==> config.mk <==
export PLATFORM = sky130hd
export DESIGN_NAME = gimnc_top
export DESIGN_NICKNAME = d
export VERILOG_FILES = /design/src/design/gimnc_pkg.sv /design/src/design/gimnc_top.sv /design/src/design/gimnc_stage.sv
export VERILOG_INCLUDE_DIRS = /design/src /design/src/design
export SDC_FILE = /design/constraint.sdc
export NUM_CORES = 2
export LEC_CHECK = 0
export BUFFER_PORTS_ARGS = -buffer_cell sky130_fd_sc_hd__buf_2
export CAP_MARGIN = 20
export CORE_UTILIZATION = 39
export CTS_CLUSTER_SIZE = 25
export DETAILED_ROUTE_END_ITERATION = 6
export SYNTH_ARGS = -nofsm -noshare
export SYNTH_HDL_FRONTEND = slang
export SYNTH_SLANG_ARGS = --single-unit
==> constraint.sdc <==
create_clock -name clk -period 1.7 [get_ports clk]
set_clock_uncertainty 0.05 [all_clocks]
set_input_delay 0.085 -clock clk [delete_from_list [all_inputs] [get_ports clk]]
set_output_delay 0.085 -clock clk [all_outputs]
set_load 0.02 [all_outputs]
==> src/design/gimnc_defines.svh <==
// constants for the guarded multiply, negate and compare datapath
`ifndef GIMNC_DEFINES_SVH
`define GIMNC_DEFINES_SVH

`define GIMNC_DATA_W 32
`define GIMNC_IMM_W 7
`define GIMNC_MUL_LAT 3
`define GIMNC_ALU_LAT 1
`define GIMNC_GUARD_BIT 0
`define GIMNC_ZERO_WORD 32'h0000_0000
`define GIMNC_TRUE_WORD 32'h0000_0001
`define GIMNC_FALSE_WORD 32'h0000_0000

`endif

==> src/design/gimnc_pkg.sv <==
// types for the guarded multiply, negate and compare datapath
package gimnc_pkg;
  typedef enum logic [2:0] {
    OP_MUL_LO,
    OP_MUL_HI,
    OP_NEG,
    OP_CMP_NE,
    OP_CMP_NE_IMM
  } gimnc_op_e;
endpackage

==> src/design/gimnc_top.sv <==
// guarded integer multiply, negate and not-equal compare datapath
`include "gimnc_defines.svh"
`timescale 1ns/1ps
`default_nettype none
module gimnc_top #(
  // operand and result width
  parameter int DATA_W = `GIMNC_DATA_W,
  // immediate field width
  parameter int IMM_W = `GIMNC_IMM_W,
  // destination index width
  parameter int DEST_W = 7,
  // multiply pipe depth, one stage per cycle of latency
  parameter int MUL_LAT = `GIMNC_MUL_LAT
) (
  // clock, reset, enable
  input wire logic clk,
  input wire logic arst_n,
  input wire logic ce,
  // issue
  input wire logic issue_valid,
  input wire gimnc_pkg::gimnc_op_e issue_op,
  // operands
  input wire logic [DATA_W-1:0] source_operand_a,
  input wire logic [DATA_W-1:0] source_operand_b,
  input wire logic [IMM_W-1:0] issue_imm,
  // guard
  input wire logic guard_present,
  input wire logic [DATA_W-1:0] guard_value,
  // destination
  input wire logic [DEST_W-1:0] issue_dest,
  // alu writeback
  output logic alu_wr_en,
  output logic [DEST_W-1:0] alu_wr_dest,
  output logic [DATA_W-1:0] alu_wr_data,
  // multiplier writeback
  output logic mul_wr_en,
  output logic [DEST_W-1:0] mul_wr_dest,
  output logic [DATA_W-1:0] mul_wr_data
);
  // ----------------------------------------
  // overview
  // ----------------------------------------
  // two independent pipes: one alu stage and MUL_LAT multiply stages
  // a refused or unknown issue enters as a bubble, so no write follows it
  // ce low holds every stage; issues seen then are dropped, not queued
  // a write request stands one cycle, or longer while ce is low
  // outputs are write requests only; the register file lives outside
  // no hazard check here: the issue logic must respect the latencies
  // both ports may fire in one cycle, to different or equal destinations
  // an equal destination in one cycle is for the register file to order

  // ----------------------------------------
  // issue decode
  // ----------------------------------------
  // purely combinational, taken at the clock edge
  wire logic guard_bit;
  wire logic guard_ok;
  wire logic go;
  wire logic is_mul_lo;
  wire logic is_mul_hi;
  wire logic is_mul;
  wire logic is_neg;
  wire logic is_cne;
  wire logic is_cnei;
  wire logic is_alu;
  wire logic alu_go;
  wire logic mul_go;

  // only bit 0 of the guard word matters, the rest is ignored on purpose
  assign guard_bit = guard_value[`GIMNC_GUARD_BIT];
  // guard gating
  // no guard supplied means the write always goes ahead
  assign guard_ok = !guard_present || guard_bit;
  assign go = issue_valid && guard_ok;

  // one flag per operation code
  assign is_mul_lo = issue_op == gimnc_pkg::OP_MUL_LO;
  assign is_mul_hi = issue_op == gimnc_pkg::OP_MUL_HI;
  assign is_neg = issue_op == gimnc_pkg::OP_NEG;
  assign is_cne = issue_op == gimnc_pkg::OP_CMP_NE;
  assign is_cnei = issue_op == gimnc_pkg::OP_CMP_NE_IMM;

  // unit steering; unused codes reach neither unit and write nothing
  assign is_mul = is_mul_lo || is_mul_hi;
  assign is_alu = is_neg || is_cne || is_cnei;
  // refused issue never enters a pipe
  assign alu_go = go && is_alu;
  assign mul_go = go && is_mul;

  // ----------------------------------------
  // operand views
  // ----------------------------------------
  // sign bits named once, shared by multiplier and immediate
  wire logic sign_a;
  wire logic sign_b;
  wire logic sign_imm;
  wire logic [DATA_W-1:0] zero_register;
  wire logic [DATA_W-1:0] imm_ext;
  wire logic [DATA_W-IMM_W-1:0] imm_fill;

  assign sign_a = source_operand_a[DATA_W-1];
  assign sign_b = source_operand_b[DATA_W-1];
  assign sign_imm = issue_imm[IMM_W-1];
  // constant zero source, never written
  assign zero_register = `GIMNC_ZERO_WORD;
  // sign-extend immediate
  // covers -64 to 63; a zero fill would turn -1 into 127
  assign imm_fill = {(DATA_W-IMM_W){sign_imm}};
  assign imm_ext = {imm_fill, issue_imm};

  // ----------------------------------------
  // alu operations
  // ----------------------------------------
  // every alu result is ready in the issue cycle and registered once
  wire logic [DATA_W-1:0] neg_res;
  wire logic cne_hit;
  wire logic cnei_hit;
  wire logic [DATA_W-1:0] cne_res;
  wire logic [DATA_W-1:0] cnei_res;
  wire logic [DATA_W-1:0] alu_res;

  // subtract from zero, wraps at min
  // most negative input comes back unchanged, no overflow flag
  assign neg_res = zero_register - source_operand_a;
  assign cne_hit = source_operand_a != source_operand_b;
  assign cne_res = cne_hit ? `GIMNC_TRUE_WORD : `GIMNC_FALSE_WORD;
  // immediate not-equal
  // equality is sign-blind once both sides have the same width
  assign cnei_hit = source_operand_a != imm_ext;
  assign cnei_res = cnei_hit ? `GIMNC_TRUE_WORD : `GIMNC_FALSE_WORD;
  // the immediate compare takes the last arm of the select
  assign alu_res = is_neg ? neg_res : (is_cne ? cne_res : cnei_res);

  // ----------------------------------------
  // multiplier
  // ----------------------------------------
  wire logic [2*DATA_W-1:0] op_a_ext;
  wire logic [2*DATA_W-1:0] op_b_ext;
  wire logic signed [2*DATA_W-1:0] prod;
  wire logic [DATA_W-1:0] prod_lo;
  wire logic [DATA_W-1:0] prod_hi;
  wire logic [DATA_W-1:0] mul_res;

  assign op_a_ext = {{DATA_W{sign_a}}, source_operand_a};
  assign op_b_ext = {{DATA_W{sign_b}}, source_operand_b};
  // a 2n-bit product of sign-extended words is exact, no carry is lost
  assign prod = $signed(op_a_ext) * $signed(op_b_ext);
  assign prod_lo = prod[DATA_W-1:0];
  assign prod_hi = prod[2*DATA_W-1:DATA_W];
  // low word truncated, no overflow flag
  // only the word asked for is kept, the other half is dropped
  assign mul_res = is_mul_hi ? prod_hi : prod_lo;

  // ----------------------------------------
  // alu stage, one cycle
  // ----------------------------------------
  // alu latency one
  // one flop is the whole alu latency; no bypass is offered
  gimnc_stage #(.DATA_W(DATA_W), .DEST_W(DEST_W)) u_alu_stage (
    .clk(clk),
    .arst_n(arst_n),
    .ce(ce),
    .in_valid(alu_go),
    .in_dest(issue_dest),
    .in_data(alu_res),
    .out_valid(alu_wr_en),
    .out_dest(alu_wr_dest),
    .out_data(alu_wr_data)
  );

  // ----------------------------------------
  // multiplier pipe, MUL_LAT cycles
  // ----------------------------------------
  // product computed at issue, carried through stages; retiming left to synthesis
  // tap 0 is the issue cycle, tap MUL_LAT the write request
  logic [MUL_LAT:0] pv;
  logic [DEST_W-1:0] pd [MUL_LAT+1];
  logic [DATA_W-1:0] pr [MUL_LAT+1];
  assign pv[0] = mul_go;
  assign pd[0] = issue_dest;
  assign pr[0] = mul_res;
  for (genvar i = 0; i < MUL_LAT; i++) begin : g_mul
    gimnc_stage #(.DATA_W(DATA_W), .DEST_W(DEST_W)) u_stage (
      .clk(clk),
      .arst_n(arst_n),
      .ce(ce),
      .in_valid(pv[i]),
      .in_dest(pd[i]),
      .in_data(pr[i]),
      .out_valid(pv[i+1]),
      .out_dest(pd[i+1]),
      .out_data(pr[i+1])
    );
  end

  // ----------------------------------------
  // multiplier writeback
  // ----------------------------------------
  // result leaves the last stage
  assign mul_wr_en = pv[MUL_LAT];
  assign mul_wr_dest = pd[MUL_LAT];
  assign mul_wr_data = pr[MUL_LAT];
endmodule // gimnc_top
`default_nettype wire

==> src/design/gimnc_stage.sv <==
// one pipeline stage carrying a write request
`timescale 1ns/1ps
`default_nettype none
module gimnc_stage #(
  parameter int DATA_W = 32,
  parameter int DEST_W = 7
) (
  // clock and reset
  input wire logic clk,
  input wire logic arst_n,
  input wire logic ce,
  // stage input
  input wire logic in_valid,
  input wire logic [DEST_W-1:0] in_dest,
  input wire logic [DATA_W-1:0] in_data,
  // stage output
  output logic out_valid,
  output logic [DEST_W-1:0] out_dest,
  output logic [DATA_W-1:0] out_data
);
  always_ff @(posedge clk or negedge arst_n) begin
    if (!arst_n) begin
      out_valid <= 1'b0;
      out_dest <= '0;
      out_data <= '0;
    end else if (ce) begin
      out_valid <= in_valid;
      out_dest <= in_dest;
      out_data <= in_data;
    end
  end
endmodule // gimnc_stage
`default_nettype wire

==> metrics.csv <==
stage,metric,value,unit
die,Die Y,335,um
drt,DRC errors left,0,
timing,"Slew Viols, Final",0,
worst_setup_path,max incr delay on CP,0.63,ns
synth,synth top area cells,"fa_1 (50%), dfrtp_1 (8.9%), inv_1 (8.4%), and2_1 (7.4%), ha_1 (5.4%)",
synth,cell accounting for the most synthesized area,fa_1,
worst_setup_path,Worst Path Arrival,7.22,ns
worst_setup_path,Crit-path slowest cell,fa_2,
timing,post-route setup TNS,-174.81,ns
synth,post-synthesis compound-gate area fraction,0.0492,
global_route,GRT Overall Usage,0.259,
timing,maximum clock frequency,144,MHz
synth,Syn Area/Cell,9.60,um2
synth,xor/xnor share of the synthesized area,0.0232,
run,Max Cap Viol,0,
synth,Synth warnings,0,
synth,Synth Area in Adders,0.556,
placed_design,DP HPWL,118,mm
synth,most frequent cell after synthesis,fa_1,
finish,Layout area overhead,27.2,%
global_route,initial antenna violation count,9,
die,Ports,198,
timing,crit path time final,6.96,ns
clock_tree,Clock transition at path regs,0.07,ns
worst_setup_path,WP data required,1.96,ns
die,Die W,335,um
timing,final cycle utilization of the critical path,4.10,
placed_design,port bufs,166,
worst_setup_path,crit path launch type,input pin,
synth,Synth Cell Area,43100,um2
worst_setup_path,worst reg2reg setup slack,0.48,ns
clock_tree,CTS tree,yes,
global_route,pin count of the biggest net entering global routing,47,
worst_setup_path,"critical path fanouts, max",5,
worst_setup_path,RR Endpoint,g_mul[0].u_stage.out_valid,
clock_tree,clock latency on the worst-skew pair,0.42,ns
synth,"EDFF count, synth",0,
finish,Final nets,6522,
timing,Final WS setup,-5.26,ns
min_path,HP Start,ce,
synth,largest family of logic cells by synthesized area,adder cells,
synth,top post-synthesis cells by count,"fa_1 (1082), inv_1 (963), nand2_1 (547)",
status,violated checks,negative setup slack,
drt,First DRT Iteration DRCs,2354,
synth,Most used DFF post-synth,dfrtp_1,
synth,"Seq/Total Area, Yosys",0.0888,
drt,Avg Vias per Cell,5.07,
global_route,vias in the first global route,36800,
die,Core Rows,121,
timing,RSZ-0062 raised after global routing,yes,
clock_tree,H-tree depth,4,
global_route,GRT Residual Overflow,0,
die,Initial Util,0.394,
timing,Relative slew margins,0.575,
status,outcome,finished with violations,
global_route,first-pass GRT wire length,220,mm
synth,"FFs w/ async S/R, synth",1.00,
clock_tree,Root Buffer,clkbuf_16,
worst_setup_path,most frequent CP cell,fa_1,
placed_design,GP Congestion,0.934,
synth,synthesized flop and latch total,153,
synth,post-synthesis mux area share,0.0241,
drt,DRT antenna net count,0,
timing,endpoints failing setup,51,
worst_setup_path,RR Startpoint,g_mul[0].u_stage.out_valid,
clock_tree,TritonCTS Buffers,17,
drt,final wirelength,143,mm
timing,Worst-Margin Slew,0.631,ns
drt,Vias,33600,
die,Core Region,109000,um2
min_path,worst min path class,in -> reg,
worst_setup_path,cell family with most CP delay,adder cells,
worst_setup_path,crit path kind,in -> reg,
die,DIE AREA,112000,um2
min_path,hold worst-path end,g_mul[0].u_stage.out_data[31],
synth,Cells after Synth,4491,
timing,"Hold Vio Cnt, Final",0,
synth,"Distinct cells, synth",65,
worst_setup_path,Worst Path Buf+Inv,7,
min_path,hold path depth,3,
synth,Post-Synth Simple-Gate Area,0.151,
clock_tree,clk buf depth,2,
drt,TritonRoute pass-1 iters,5,
synth,Yosys top cell area share,0.502,
worst_setup_path,Crit. End Element,register,
finish,fraction of layout cells with a size suffix above 1,0.269,
worst_setup_path,R2R depth,3,
drt,Routed WL per cell,21.5,um
placed_design,Place WS,-6.22,ns
clock_tree,Sinks on Clock Net,153,
synth,syn_nets,5876,
## through the flow
step	instance area (um2)	hold slack, ns	util	std cells
after global placement	50300	-0.0183	0.460	6466
after global routing	54800	0.0677	0.502	6627
after detailed placement	50300	-0.0155	0.460	6466
after floorplan	44100	-0.261	-	4491
final	54800	0.0468	0.502	6630
after CTS	53600	0.0350	0.491	6597
## worst max path at each step
stage | cells past startpoint | end | slack, ns | start
global placement | 26 | g_mul[0].u_stage.out_data[31] | -6.12 | source_operand_b[9]
floorplan | 27 | g_mul[0].u_stage.out_data[31] | -5.78 | source_operand_b[2]
detailed placement | 27 | g_mul[0].u_stage.out_data[31] | -6.22 | source_operand_b[11]
finish | 27 | g_mul[0].u_stage.out_data[31] | -5.26 | source_operand_a[31]
CTS | 26 | g_mul[0].u_stage.out_data[30] | -5.26 | source_operand_a[12]
global route | 26 | g_mul[0].u_stage.out_data[30] | -5.50 | source_operand_a[12]
## state kept, by name, summed over array words and instances (netlist names)
name                     cells
g_mul.u_stage.out_dest      21
u_alu_stage.out_valid        1
u_alu_stage.out_data        32
g_mul.u_stage.out_valid      3
g_mul.u_stage.out_data      96
## kinds of logic after synthesis
kind of cell               Yosys count
and+or+nand+nor                   1311
adders and majority gates         1267
buffers and inverters             1234
AOI/OAI and AO/OA                  319
DFF                                153
xor gates and xnor gates           114
muxes                               93
## layout by cell type (no fill, tap or decap), types with 7 or more instances in the layout
cell	netlist	routed
nor3_1	18	11
o21ai_2	0	14
fa_1	1082	988
a21oi_2	2	37
o21a_1	9	8
buf_4	0	550
xnor2_2	0	11
buf_12	0	82
nand4_1	16	16
xor2_2	0	7
buf_6	0	109
o2bb2ai_1	30	30
o211ai_1	8	8
nand2b_1	11	11
o21ai_1	0	14
inv_1	963	932
and3_1	9	7
a21o_1	32	32
xor2_1	41	32
o21ai_0	64	32
and2_1	513	475
nand2_1	547	530
a21oi_1	93	52
ha_1	185	155
xnor2_1	73	57
nand3_1	25	24
nand2_2	0	9
nor2_1	122	108
mux2_2	87	87
ha_4	0	30
clkbuf_16	0	20
dfrtp_1	153	153
fa_2	0	94
buf_2	10	111
buf_16	0	7
dlygate4sd3_1	0	13
and2_4	0	37
buf_8	0	17
nor2_4	0	10
inv_2	0	30
## layer usage
metal,GRT usage,vias to the layer above,share of wire
li1,-,14500,-
met5,0,-,0.000091
met4,0.0739,2,0.037
met3,0.0363,264,0.074
met1,0.349,17600,0.41
met2,0.436,1164,0.48
## repair_timing
action                                  CTS  global route
hold endpoints to repair                164             0
hold buffers                             13             0
gates cloned                              7             3
gates resized for setup                 440           226
buffers inserted                         92            38
pin swaps                               255           189
endpoints found under the setup margin   57            56
## worst reg2reg max path, delay by kind of cell, from the launching register on
family                 cells  cell delay (ns)
AOI/OAI and AO/OA          1             0.07
DFF                        1             0.37
buffers and inverters      2             0.61
## cell type report
class,instances,area (um2)
clock buffers,18,429
repair buffers,898,8350
diodes,4,10.0
multi-input cells,3104,36600
flip-flops and latches,153,3830
fillers,9977,54500
well taps,1476,1850
clock inverters,14,179
inverters,963,3620
Power is left out: the tool's default activity adds up to more than one toggle a clock period on the data nets, which glitch-free logic cannot reach.
